File: config.mk
export PLATFORM = sky130hd
export DESIGN_NAME = rcs_regulator_regs
export DESIGN_NICKNAME = d
export VERILOG_FILES = /design/src/rtl/rcs_pkg.sv /design/src/rtl/rcs_flag_if.sv /design/src/rtl/rcs_regulator_regs.sv /design/src/rtl/rcs_sync.sv /design/src/rtl/rcs_fault_latch.sv
export VERILOG_INCLUDE_DIRS = /design/src /design/src/rtl
export SDC_FILE = /design/constraint.sdc
export NUM_CORES = 1
export LEC_CHECK = 0
export BUFFER_PORTS_ARGS = -buffer_cell sky130_fd_sc_hd__clkbuf_2
export CORE_AREA = 2 2 117 164
export CTS_BUF_LIST = sky130_fd_sc_hd__clkbuf_8
export DETAILED_ROUTE_END_ITERATION = 12
export DIE_AREA = 0 0 119 166
export HOLD_SLACK_MARGIN = 0.08
export PLACE_DENSITY_LB_ADDON = 0.08
export SYNTH_ARGS = -nofsm -noshare
export SYNTH_HDL_FRONTEND = slang
export SYNTH_SLANG_ARGS = --single-unit
File: constraint.sdc
create_clock -name core_clk -period 9.5 [get_ports core_clk]
set_input_delay 0.95 -clock core_clk [delete_from_list [all_inputs] [get_ports core_clk]]
set_output_delay 0.95 -clock core_clk [all_outputs]
set_load 0.02 [all_outputs]
File: src/rtl/rcs_consts.svh
// Register offsets, field positions, reset values and timing of the regulator registers
`ifndef RCS_CONSTS_SVH
`define RCS_CONSTS_SVH
`define RCS_OFF_STATUS      8'h00
`define RCS_OFF_LIMIT       8'h01
`define RCS_OFF_DELAY       8'h02
`define RCS_OFF_LEVEL       8'h03
`define RCS_OFF_CMD         8'h04
`define RCS_ST_NOFAULT      1
`define RCS_LIM_LSB         6
`define RCS_FRQ_LSB         3
`define RCS_DLY_LSB         4
`define RCS_MRG_LSB         2
`define RCS_SLP_LSB         0
`define RCS_CMD_CLR         0
`define RCS_DEF_LIMIT       2'h0
`define RCS_DEF_RATE        3'h0
`define RCS_DEF_WAIT        3'h0
`define RCS_DEF_SLOPE       2'h0
`define RCS_DEF_LEVEL       8'h00
`define RCS_MARGIN_POR      2'h0
`define RCS_I2C_ADDR        7'h50
`define RCS_LVL_TOP0        8'h80
`define RCS_LVL_TOP1        8'hC3
`define RCS_LVL_TOP2        8'hF4
`define RCS_LVL_FIRST1      129
`define RCS_LVL_FIRST2      196
`define RCS_LVL_FIRST3      245
`define RCS_LVL_BASE0       640
`define RCS_LVL_BASE1       1290
`define RCS_LVL_BASE2       1980
`define RCS_LVL_BASE3       4750
`define RCS_LVL_STEP0       5
`define RCS_LVL_STEP1       10
`define RCS_LVL_STEP2       30
`define RCS_LVL_STEP3       50
`define RCS_CLK_PERIOD_NS   10
`define RCS_HALF_MS_NS      500000
`define RCS_HALF_MS_CYCLES  (`RCS_HALF_MS_NS / `RCS_CLK_PERIOD_NS)
`endif

File: src/rtl/rcs_pkg.sv
// Types shared by the regulator register block
package rcs_pkg;
  typedef enum logic [2:0] {
    ST_IDLE      = 3'b000,
    ST_ADDR      = 3'b001,
    ST_ADDR_ACK  = 3'b010,
    ST_WRITE     = 3'b011,
    ST_WRITE_ACK = 3'b100,
    ST_READ      = 3'b101,
    ST_READ_ACK  = 3'b110
  } rcs_i2c_state_t;

  typedef struct packed {
    logic overcurrent;
    logic thermalShutdown;
    logic thermalWarning;
  } rcs_flags_t;

  typedef struct packed {
    rcs_i2c_state_t state;
    logic [3:0]     bitCnt;
    logic [7:0]     shift;
    logic [7:0]     ptr;
    logic           firstByte;
    logic           readMode;
    logic           sclPrev;
    logic           sdaPrev;
    logic           sdaOe;
    logic           sdaLow;
    logic [1:0]     limit;
    logic [2:0]     rate;
    logic [2:0]     startWait;
    logic [1:0]     margin;
    logic [1:0]     slope;
    logic [7:0]     level;
    logic           clearReq;
    logic           enPrev;
    logic [20:0]    waitCnt;
    logic           waitRun;
    logic           powerOn;
    logic [12:0]    levelMv;
    logic [10:0]    rateKhz;
    logic [2:0]     loadAmps;
  } rcs_top_state_t;
endpackage

File: src/rtl/rcs_flag_if.sv
// Fault events, clear request and latched flags between register logic and flag latch
`timescale 1ns/1ps
interface rcs_flag_if import rcs_pkg::*; ();
  rcs_flags_t events;
  rcs_flags_t flags;
  logic       clear;
  modport latch (input events, input clear, output flags);
  modport user  (output events, output clear, input flags);
endinterface

File: src/rtl/rcs_regulator_regs.sv
// Regulator status and settings registers behind a sampled I2C target port
`timescale 1ns/1ps
`include "rcs_consts.svh"
// Contract
// - Each fault flag sets on its event and holds until cleared.
// - Flags clear only by command bit 0 write or power-on reset.
// - Live status bits follow their condition with no latching.
// - After reset status reads zero except bit 2 and no-fault bit 1.
// - Status bit 7 latches on an overcurrent event.
// - Bit 6 latches on thermal shutdown, bit 5 on thermal warning.
// - Bit 3 shows the enable pin, bit 0 the power-good output, live.
// - Status bit 4 always reads zero.
// - First settings bits 7:6 pick the 2A, 3A, 4A or 5A limit.
// - First settings bits 5:3 pick 310 to 1200 kHz switching.
// - Unused settings bits read zero and ignore writes.
// - Second settings bits 6:4 pick the start delay, 0 to 10 ms.
// - Bits 3:2 pick margin: nominal, minus 5, plus 5; live changes.
// - Margin always powers up as 00.
// - Bits 1:0 pick the reference soft-start slope.
// - Output-level code decodes in four ranges of 5, 10, 30, 50 mV.
// - Settings load factory defaults at power-on; writes are volatile.
// - Enable pin never resets the registers; only power-on reset does.
// - Writing command bit 0 clears flags, then the bit reads zero.
// - Command bits 7:1 have no effect.
module rcs_regulator_regs import rcs_pkg::*; #(
  parameter logic [6:0] I2C_ADDR       = `RCS_I2C_ADDR,
  parameter logic [1:0] DEF_LIMIT      = `RCS_DEF_LIMIT,
  parameter logic [2:0] DEF_RATE       = `RCS_DEF_RATE,
  parameter logic [2:0] DEF_WAIT       = `RCS_DEF_WAIT,
  parameter logic [1:0] DEF_SLOPE      = `RCS_DEF_SLOPE,
  parameter logic [7:0] DEF_LEVEL      = `RCS_DEF_LEVEL,
  parameter int unsigned HALF_MS_CYCLES = `RCS_HALF_MS_CYCLES
) (
  input  wire logic        core_clk,
  input  wire logic        reset,
  input  wire logic        sclPin,
  input  wire logic        sdaIn,
  output logic             sdaOut,
  output logic             sdaOe,
  input  wire logic        enablePin,
  input  wire logic        powerGoodOutput,
  input  wire logic        overcurrentEvent,
  input  wire logic        thermalShutdownEvent,
  input  wire logic        thermalWarningEvent,
  output logic [1:0]       currentLimitSelect,
  output logic [2:0]       switchingRateSelect,
  output logic [2:0]       startupWaitSelect,
  output logic [1:0]       marginSelect,
  output logic [1:0]       rampSlopeSelect,
  output logic [7:0]       targetLevelCode,
  output logic [12:0]      targetLevelMv,
  output logic [10:0]      switchingKhz,
  output logic [2:0]       nominalLoadAmps,
  output logic             powerDeliveryEnable
);
  // Output level in millivolts for a code
  function automatic logic [12:0] levelToMv(input logic [7:0] code);
    int unsigned c;
    c = int'(code);
    if (code <= `RCS_LVL_TOP0) begin
      return 13'(`RCS_LVL_BASE0 + `RCS_LVL_STEP0 * c);
    end else if (code <= `RCS_LVL_TOP1) begin
      return 13'(`RCS_LVL_BASE1 + `RCS_LVL_STEP1 * (c - `RCS_LVL_FIRST1));
    end else if (code <= `RCS_LVL_TOP2) begin
      return 13'(`RCS_LVL_BASE2 + `RCS_LVL_STEP2 * (c - `RCS_LVL_FIRST2));
    end else begin
      return 13'(`RCS_LVL_BASE3 + `RCS_LVL_STEP3 * (c - `RCS_LVL_FIRST3));
    end
  endfunction

  // Switching frequency in kHz for a code
  function automatic logic [10:0] rateToKhz(input logic [2:0] code);
    case (code)
      3'h0:    return 11'h136;
      3'h1:    return 11'h190;
      3'h2:    return 11'h1F4;
      3'h3:    return 11'h23A;
      3'h4:    return 11'h294;
      3'h5:    return 11'h30C;
      3'h6:    return 11'h3CA;
      default: return 11'h4B0;
    endcase
  endfunction

  // Start delay in half-millisecond units for a code
  function automatic int unsigned delayUnits(input logic [2:0] code);
    case (code)
      3'h0:    return 0;
      3'h1:    return 1;
      3'h2:    return 2;
      3'h3:    return 4;
      3'h4:    return 8;
      3'h5:    return 12;
      3'h6:    return 16;
      default: return 20;
    endcase
  endfunction

  // Read data for a register address
  function automatic logic [7:0] readReg(input logic [7:0] addr, input logic [7:0] st,
                                         input rcs_top_state_t s);
    case (addr)
      `RCS_OFF_STATUS: return st;
      `RCS_OFF_LIMIT:  return {s.limit, s.rate, 3'h0};
      `RCS_OFF_DELAY:  return {1'b0, s.startWait, s.margin, s.slope};
      `RCS_OFF_LEVEL:  return s.level;
      `RCS_OFF_CMD:    return {7'h00, s.clearReq};
      default:         return 8'h00;
    endcase
  endfunction

  localparam rcs_top_state_t RESET_STATE = '{
    state: ST_IDLE, limit: DEF_LIMIT, rate: DEF_RATE, startWait: DEF_WAIT,
    margin: `RCS_MARGIN_POR, slope: DEF_SLOPE, level: DEF_LEVEL,
    levelMv: levelToMv(DEF_LEVEL), rateKhz: rateToKhz(DEF_RATE),
    loadAmps: 3'(DEF_LIMIT) + 3'h2, default: '0};

  rcs_top_state_t q;
  rcs_top_state_t n;
  logic [6:0]     syncIn;
  logic [6:0]     syncOut;
  logic           sclLevel;
  logic           sdaLevel;
  logic           enableInputLevel;
  logic           powerGoodLevel;
  rcs_flags_t     faultEvents;
  logic           sclRise;
  logic           sclFall;
  logic           startCond;
  logic           stopCond;
  logic [7:0]     statusByte;
  logic [7:0]     rdData;
  logic [20:0]    waitTarget;
  logic           wrEn;
  logic [7:0]     wrAddr;
  logic [7:0]     wrData;

  rcs_flag_if flagBus ();

  // Pins and fault events from the analog side
  assign syncIn = {sclPin, sdaIn, enablePin, powerGoodOutput,
                   overcurrentEvent, thermalShutdownEvent, thermalWarningEvent};

  rcs_sync #(.WIDTH(7)) pinSync (
    .core_clk (core_clk),
    .reset    (reset),
    .asyncIn  (syncIn),
    .syncOut  (syncOut)
  );

  assign {sclLevel, sdaLevel, enableInputLevel, powerGoodLevel} = syncOut[6:3];
  assign faultEvents = rcs_flags_t'(syncOut[2:0]);

  rcs_fault_latch flagLatch (
    .core_clk (core_clk),
    .reset    (reset),
    .flagBus  (flagBus)
  );

  assign flagBus.events = faultEvents;
  assign flagBus.clear  = q.clearReq;

  // Bus conditions seen on the sampled pins
  assign sclRise   = sclLevel & ~q.sclPrev;
  assign sclFall   = ~sclLevel & q.sclPrev;
  assign startCond = sclLevel & q.sclPrev & q.sdaPrev & ~sdaLevel;
  assign stopCond  = sclLevel & q.sclPrev & ~q.sdaPrev & sdaLevel;

  // Status: latched flags, live pin levels, fixed bits
  assign statusByte = {flagBus.flags.overcurrent, flagBus.flags.thermalShutdown,
                       flagBus.flags.thermalWarning, 1'b0,
                       enableInputLevel, 1'b1, ~|flagBus.flags,
                       powerGoodLevel};
  assign rdData     = readReg(q.ptr, statusByte, q);
  assign waitTarget = 21'(delayUnits(q.startWait) * HALF_MS_CYCLES);

  // Target engine, register writes, start timer and decodes
  always_comb begin
    n         = q;
    wrEn      = 1'b0;
    wrAddr    = q.ptr;
    wrData    = q.shift;
    n.sclPrev = sclLevel;
    n.sdaPrev = sdaLevel;
    n.sdaLow  = 1'b0;
    n.clearReq = 1'b0;
    case (q.state)
      ST_IDLE: begin
        n.sdaOe = 1'b0;
      end
      ST_ADDR: begin
        if (sclRise) begin
          n.shift  = {q.shift[6:0], sdaLevel};
          n.bitCnt = q.bitCnt + 4'h1;
        end else if (sclFall && q.bitCnt == 4'h8) begin
          if (q.shift[7:1] == I2C_ADDR) begin
            n.sdaOe    = 1'b1;
            n.readMode = q.shift[0];
            n.state    = ST_ADDR_ACK;
          end else begin
            n.state = ST_IDLE;
          end
        end
      end
      ST_ADDR_ACK: begin
        if (sclFall) begin
          n.bitCnt = 4'h0;
          if (q.readMode) begin
            n.shift = rdData;
            n.sdaOe = ~rdData[7];
            n.state = ST_READ;
          end else begin
            n.sdaOe     = 1'b0;
            n.firstByte = 1'b1;
            n.state     = ST_WRITE;
          end
        end
      end
      ST_WRITE: begin
        if (sclRise) begin
          n.shift  = {q.shift[6:0], sdaLevel};
          n.bitCnt = q.bitCnt + 4'h1;
        end else if (sclFall && q.bitCnt == 4'h8) begin
          n.sdaOe = 1'b1;
          n.state = ST_WRITE_ACK;
          if (q.firstByte) begin
            n.ptr       = q.shift;
            n.firstByte = 1'b0;
          end else begin
            wrEn  = 1'b1;
            n.ptr = q.ptr + 8'h01;
          end
        end
      end
      ST_WRITE_ACK: begin
        if (sclFall) begin
          n.sdaOe  = 1'b0;
          n.bitCnt = 4'h0;
          n.state  = ST_WRITE;
        end
      end
      ST_READ: begin
        if (sclRise) begin
          n.bitCnt = q.bitCnt + 4'h1;
        end else if (sclFall) begin
          if (q.bitCnt == 4'h8) begin
            n.sdaOe = 1'b0;
            n.state = ST_READ_ACK;
          end else begin
            n.shift = {q.shift[6:0], 1'b0};
            n.sdaOe = ~q.shift[6];
          end
        end
      end
      ST_READ_ACK: begin
        if (sclRise) begin
          if (sdaLevel) begin
            n.state = ST_IDLE;
          end else begin
            n.ptr = q.ptr + 8'h01;
          end
        end else if (sclFall) begin
          n.shift  = rdData;
          n.sdaOe  = ~rdData[7];
          n.bitCnt = 4'h0;
          n.state  = ST_READ;
        end
      end
      default: begin
        n.state = ST_IDLE;
      end
    endcase
    if (startCond) begin
      n.state  = ST_ADDR;
      n.bitCnt = 4'h0;
      n.sdaOe  = 1'b0;
    end else if (stopCond) begin
      n.state = ST_IDLE;
      n.sdaOe = 1'b0;
    end
    // Register writes; the enable pin has no reset path here
    if (wrEn) begin
      case (wrAddr)
        `RCS_OFF_LIMIT: begin
          n.limit = wrData[`RCS_LIM_LSB +: 2];
          n.rate  = wrData[`RCS_FRQ_LSB +: 3];
        end
        `RCS_OFF_DELAY: begin
          n.startWait = wrData[`RCS_DLY_LSB +: 3];
          n.margin    = wrData[`RCS_MRG_LSB +: 2];
          n.slope     = wrData[`RCS_SLP_LSB +: 2];
        end
        `RCS_OFF_LEVEL: begin
          n.level = wrData;
        end
        `RCS_OFF_CMD: begin
          n.clearReq = wrData[`RCS_CMD_CLR];
        end
        default: begin
          n.level = q.level;
        end
      endcase
    end
    // Start delay from the enable rising edge to power delivery
    n.enPrev = enableInputLevel;
    if (!enableInputLevel) begin
      n.waitRun = 1'b0;
      n.powerOn = 1'b0;
    end else if (!q.enPrev) begin
      n.waitRun = 1'b1;
      n.waitCnt = 21'h000000;
    end else if (q.waitRun) begin
      if (q.waitCnt >= waitTarget) begin
        n.powerOn = 1'b1;
        n.waitRun = 1'b0;
      end else begin
        n.waitCnt = q.waitCnt + 21'h000001;
      end
    end
    n.levelMv  = levelToMv(q.level);
    n.rateKhz  = rateToKhz(q.rate);
    n.loadAmps = 3'(q.limit) + 3'h2;
  end

  // Power-on reset loads factory defaults and margin 00
  always_ff @(posedge core_clk) begin
    if (reset) begin
      q <= RESET_STATE;
    end else begin
      q <= n;
    end
  end

  assign sdaOut              = q.sdaLow;
  assign sdaOe               = q.sdaOe;
  assign currentLimitSelect  = q.limit;
  assign switchingRateSelect = q.rate;
  assign startupWaitSelect   = q.startWait;
  assign marginSelect        = q.margin;
  assign rampSlopeSelect     = q.slope;
  assign targetLevelCode     = q.level;
  assign targetLevelMv       = q.levelMv;
  assign switchingKhz        = q.rateKhz;
  assign nominalLoadAmps     = q.loadAmps;
  assign powerDeliveryEnable = q.powerOn;
endmodule // rcs_regulator_regs

File: src/rtl/rcs_sync.sv
// Two-flop synchroniser for pins from outside the core clock domain
`timescale 1ns/1ps
module rcs_sync #(
  parameter int unsigned WIDTH = 7
) (
  input  wire logic             core_clk,
  input  wire logic             reset,
  input  wire logic [WIDTH-1:0] asyncIn,
  output logic      [WIDTH-1:0] syncOut
);
  typedef struct packed {
    logic [WIDTH-1:0] meta;
    logic [WIDTH-1:0] stable;
  } rcs_sync_state_t;

  rcs_sync_state_t q;
  rcs_sync_state_t n;

  // First stage feeds only the second
  always_comb begin
    n        = q;
    n.meta   = asyncIn;
    n.stable = q.meta;
  end

  always_ff @(posedge core_clk) begin
    if (reset) begin
      q <= '0;
    end else begin
      q <= n;
    end
  end

  assign syncOut = q.stable;
endmodule // rcs_sync

File: src/rtl/rcs_fault_latch.sv
// Sticky fault flags; a new event wins over a clear in the same cycle
`timescale 1ns/1ps
module rcs_fault_latch import rcs_pkg::*; (
  input  wire logic core_clk,
  input  wire logic reset,
  rcs_flag_if.latch flagBus
);
  typedef struct packed {
    rcs_flags_t flags;
  } rcs_latch_state_t;

  rcs_latch_state_t q;
  rcs_latch_state_t n;

  // Hold, clear on request, set by any event
  always_comb begin
    n       = q;
    n.flags = rcs_flags_t'((flagBus.clear ? 3'h0 : q.flags) | flagBus.events);
  end

  always_ff @(posedge core_clk) begin
    if (reset) begin
      q <= '0;
    end else begin
      q <= n;
    end
  end

  assign flagBus.flags = q.flags;
endmodule // rcs_fault_latch

==> summary.txt <==
Logic synthesis
  – Top-count cell post-synth: ha_1
  – Ys async rst share: 0%
  – Number of flops mapped to enable cells by yosys: 0
  – Area share of the largest cell type after synthesis: 23.0%
  – Ys Warns: 0
  – Largest area contributor in the netlist: dfxtp_1
  – Synth cell count leaders: ha_1, dfxtp_1, nor2_1
  – Mapped Area: 10100 µm²
  – Post-synth top flop: dfxtp_1
  – Distinct cell type count after synthesis: 77
  – Sequential share of the synthesized area: 23.0%
  – Syn Inst Count: 1203
  – Synthesis-stage register bit count: 116
  – Dominant cells by area after synthesis: dfxtp_1, ha_1, xnor2_1, fa_1, nor2_1
  – Post-Syn Area per Cell: 8.39 µm²

Global routing
  – GR Util met2: 44.3%
  – Gr busiest metal: met2
  – Total grt overflow: 0
  – Largest net degree at the start of global routing: 78
  – Initial antenna violation count: 0
  – First-pass GRT wire length: 39100 µm
  – Met1 GRT Util: 27.7%
  – GR met3 Demand/Resource: 3.02%
  – Overall Global Routing Usage: 24.3%
  – Vias in the first global route: 7980

Floorplanning
  – I/O pins: 59
  – Core area: 18400 µm²
  – # rows: 59
  – Total die area: 19800 µm²
  – Chip Height: 166 µm
  – Starting Density: 54.9%
  – Chip width: 119 µm

Routing
  – DRC Markers: 0
  – Avg Vias per Cell: 5.62
  – TritonRoute pass-1 iters: 4
  – Final wirelength: 23500 µm
  – ANT nets after route: 0
  – WL/cell: 16.2 µm
  – DR vias: 8149
  – DR iter-0 viols: 385

Placed design
  – Placed cells: 1419
  – Area post-placement: 10200 µm²
  – HPWL after DPL: 18200 µm
  – Placer congestion estimate: 0.863
  – Port Buffer Count: 56

STA
  – Slew Limit Fails: 0
  – Tmin final: 6470 ps
  – Period utilization: 68.1%
  – Final Setup Violations: 0
  – Unrepaired setup endpoints after global routing: no
  – Final Hold Fails: 0
  – Setup Skew: 11.0 ps
  – Fmax: 155 MHz
  – Worst-Margin Slew: 1030 ps
  – Slew headroom: 31.0%
  – Setup TNS: 0 ps

Finish
  – Final Cell Area: 10600 µm²
  – Synth-to-layout area growth: 5.38%
  – Antenna fix cells: 0
  – Fin cells: 1451
  – Fill count: 1721
  – Layout cells sized above 1: 9.69%
  – Layout Nets: 1364

CTS
  – CTS Sinks: 116
  – Clock Latency Late Sink: 440 ps
  – Total setup buffers inserted after CTS: 0
  – Hold Buf Count CTS: 0
  – Post-CTS resize count: 0
  – CTS buffer count: 17
  – CTS H-Tree Depth: 4
  – CTS tree: built
  – Worst-case clock buffer depth: 2
  – Clk root buf: clkbuf_8
  – Clock transition at the registers of the reported paths: 80 ps

Power
  – Power density over cell area: 98.0 nW/µm²
  – Worst vdd ir: 0.0821 mV
  – Lkg Pwr: 4.82 nW
  – Pwr Total: 1.04 mW

Setup path
  – CP Cell Sequence: nor2_1 > nor2b_1 > ha_1 > xor2_1 > ha_1 > ha_1 > ha_1 > a21o_1 > a21oi_1 > o21bai_1 > a21oi_1 > o21ai_0 > a211o_1 > a31oi_1 > xor2_1 > ha_1 > a21oi_1 > o221a_2 > nand3_1 > a21oi_1 > o2111ai_1 > or4_1 > a21oi_1
  – Worst R2R Path Depth: 23
  – Startpoint Class: flop
  – Slowest CP cell: a21oi_1
  – Worst EP required: 9860 ps
  – Worst Path Arrival: 6830 ps
  – Worst path depth: 23
  – CP Max Fanout: 16
  – Max incr delay on CP: 700 ps
  – Crit path kind: reg -> reg
  – CP endpoint kind: flop
  – Buf/Inv on CP: 0
  – Top delay family on crit path: compound AO/OA/AOI/OAI gates

Run
  – Max Cap Viol: 0

Status
  – Status: complete, no violations

Hold path
  – Hold path depth: 1
  – HP Class: reg -> reg
-- sequential cells by signal, summed over array words and instances, names as in the netlist --
signal,cells
targetLevelCode,8
targetLevelMv,13
wrData,8
pinSync.n,7
powerDeliveryEnable,1
flagLatch.flagBus.flags,3
flagBus.clear,1
q,34
switchingRateSelect,3
rampSlopeSelect,2
nominalLoadAmps,3
wrAddr,8
startupWaitSelect,3
pinSync.syncOut,7
marginSelect,2
switchingKhz,10
sdaOe,1
currentLimitSelect,2
-- layout make-up --
class	instances	area (µm²)	share of cell area, %
inverter	96	360	3.39
sequential	116	2320	21.8
clock buffer	18	248	2.33
timing repair buffer	60	310	2.92
clock inverter	14	200	1.88
multi-input combinational	903	6890	64.8
tap	244	305	2.87
-- path summary, 6_finish.rpt --
kind,slack [ps],start,end
max reg2reg,3030,startupWaitSelect[2]$_SDFFE_PP0P_,q[48]$_SDFFE_PP0P_
max,3030,startupWaitSelect[2]$_SDFFE_PP0P_,q[48]$_SDFFE_PP0P_
min,440,pinSync.n[0]$_SDFF_PP0_,pinSync.syncOut[0]$_SDFF_PP0_
min reg2reg,440,pinSync.n[0]$_SDFF_PP0_,pinSync.syncOut[0]$_SDFF_PP0_
-- power by group --
part,switching (mW),internal (mW)
logic,0.0182,0.00884
registers,0.00301,0.490
clock network,0.225,0.296
-- through the flow --
step           setup WS (ps)  hold slack [ps]  utilization (%)
6_report                3030              441             57.8
2_1_floorplan           4420              403                -
5_1_grt                 2340              457             57.8
4_1_cts                 3020              448             57.8
3_5_place_dp            3040              427             55.4
3_3_place_gp            3230              423             55.4
-- kinds of logic after synthesis --
family	share of synthesized area, %
simple gates	17.3
compound gates	17.5
buf+inv	8.80
fa+ha+maj	21.8
flops	23.0
xor+xnor	8.12
mux	3.40
other cells	0.0372
-- cell usage in the layout, fill, tap and decap left out, types with 6 or more instances in the layout --
master,count
inv_1,94
o211ai_1,18
o21ai_0,63
or3_1,14
nand2_1,80
clkbuf_8,18
nor2_1,102
and2_1,6
nor2b_1,34
a21o_1,12
a22oi_1,8
mux2i_1,32
fa_1,24
a21boi_0,6
or2_2,7
nor3_1,17
ha_1,137
a31oi_1,7
clkbuf_2,56
xnor2_1,55
xor2_1,36
nand3_1,18
o21a_1,11
and3_1,12
a211oi_1,19
nor3b_1,11
dfxtp_1,116
nand4_1,8
a21oi_1,72
-- metal layers --
layer  wire length, µm  part of all wire, %  up-vias
met5                 0                    0        -
met1              9620                   41     3824
met2             12300                   52      148
met4              1010                  4.3        0
met3               551                  2.3       53
li1                  -                    -     4124
Power figures use the tool's default switching activity.
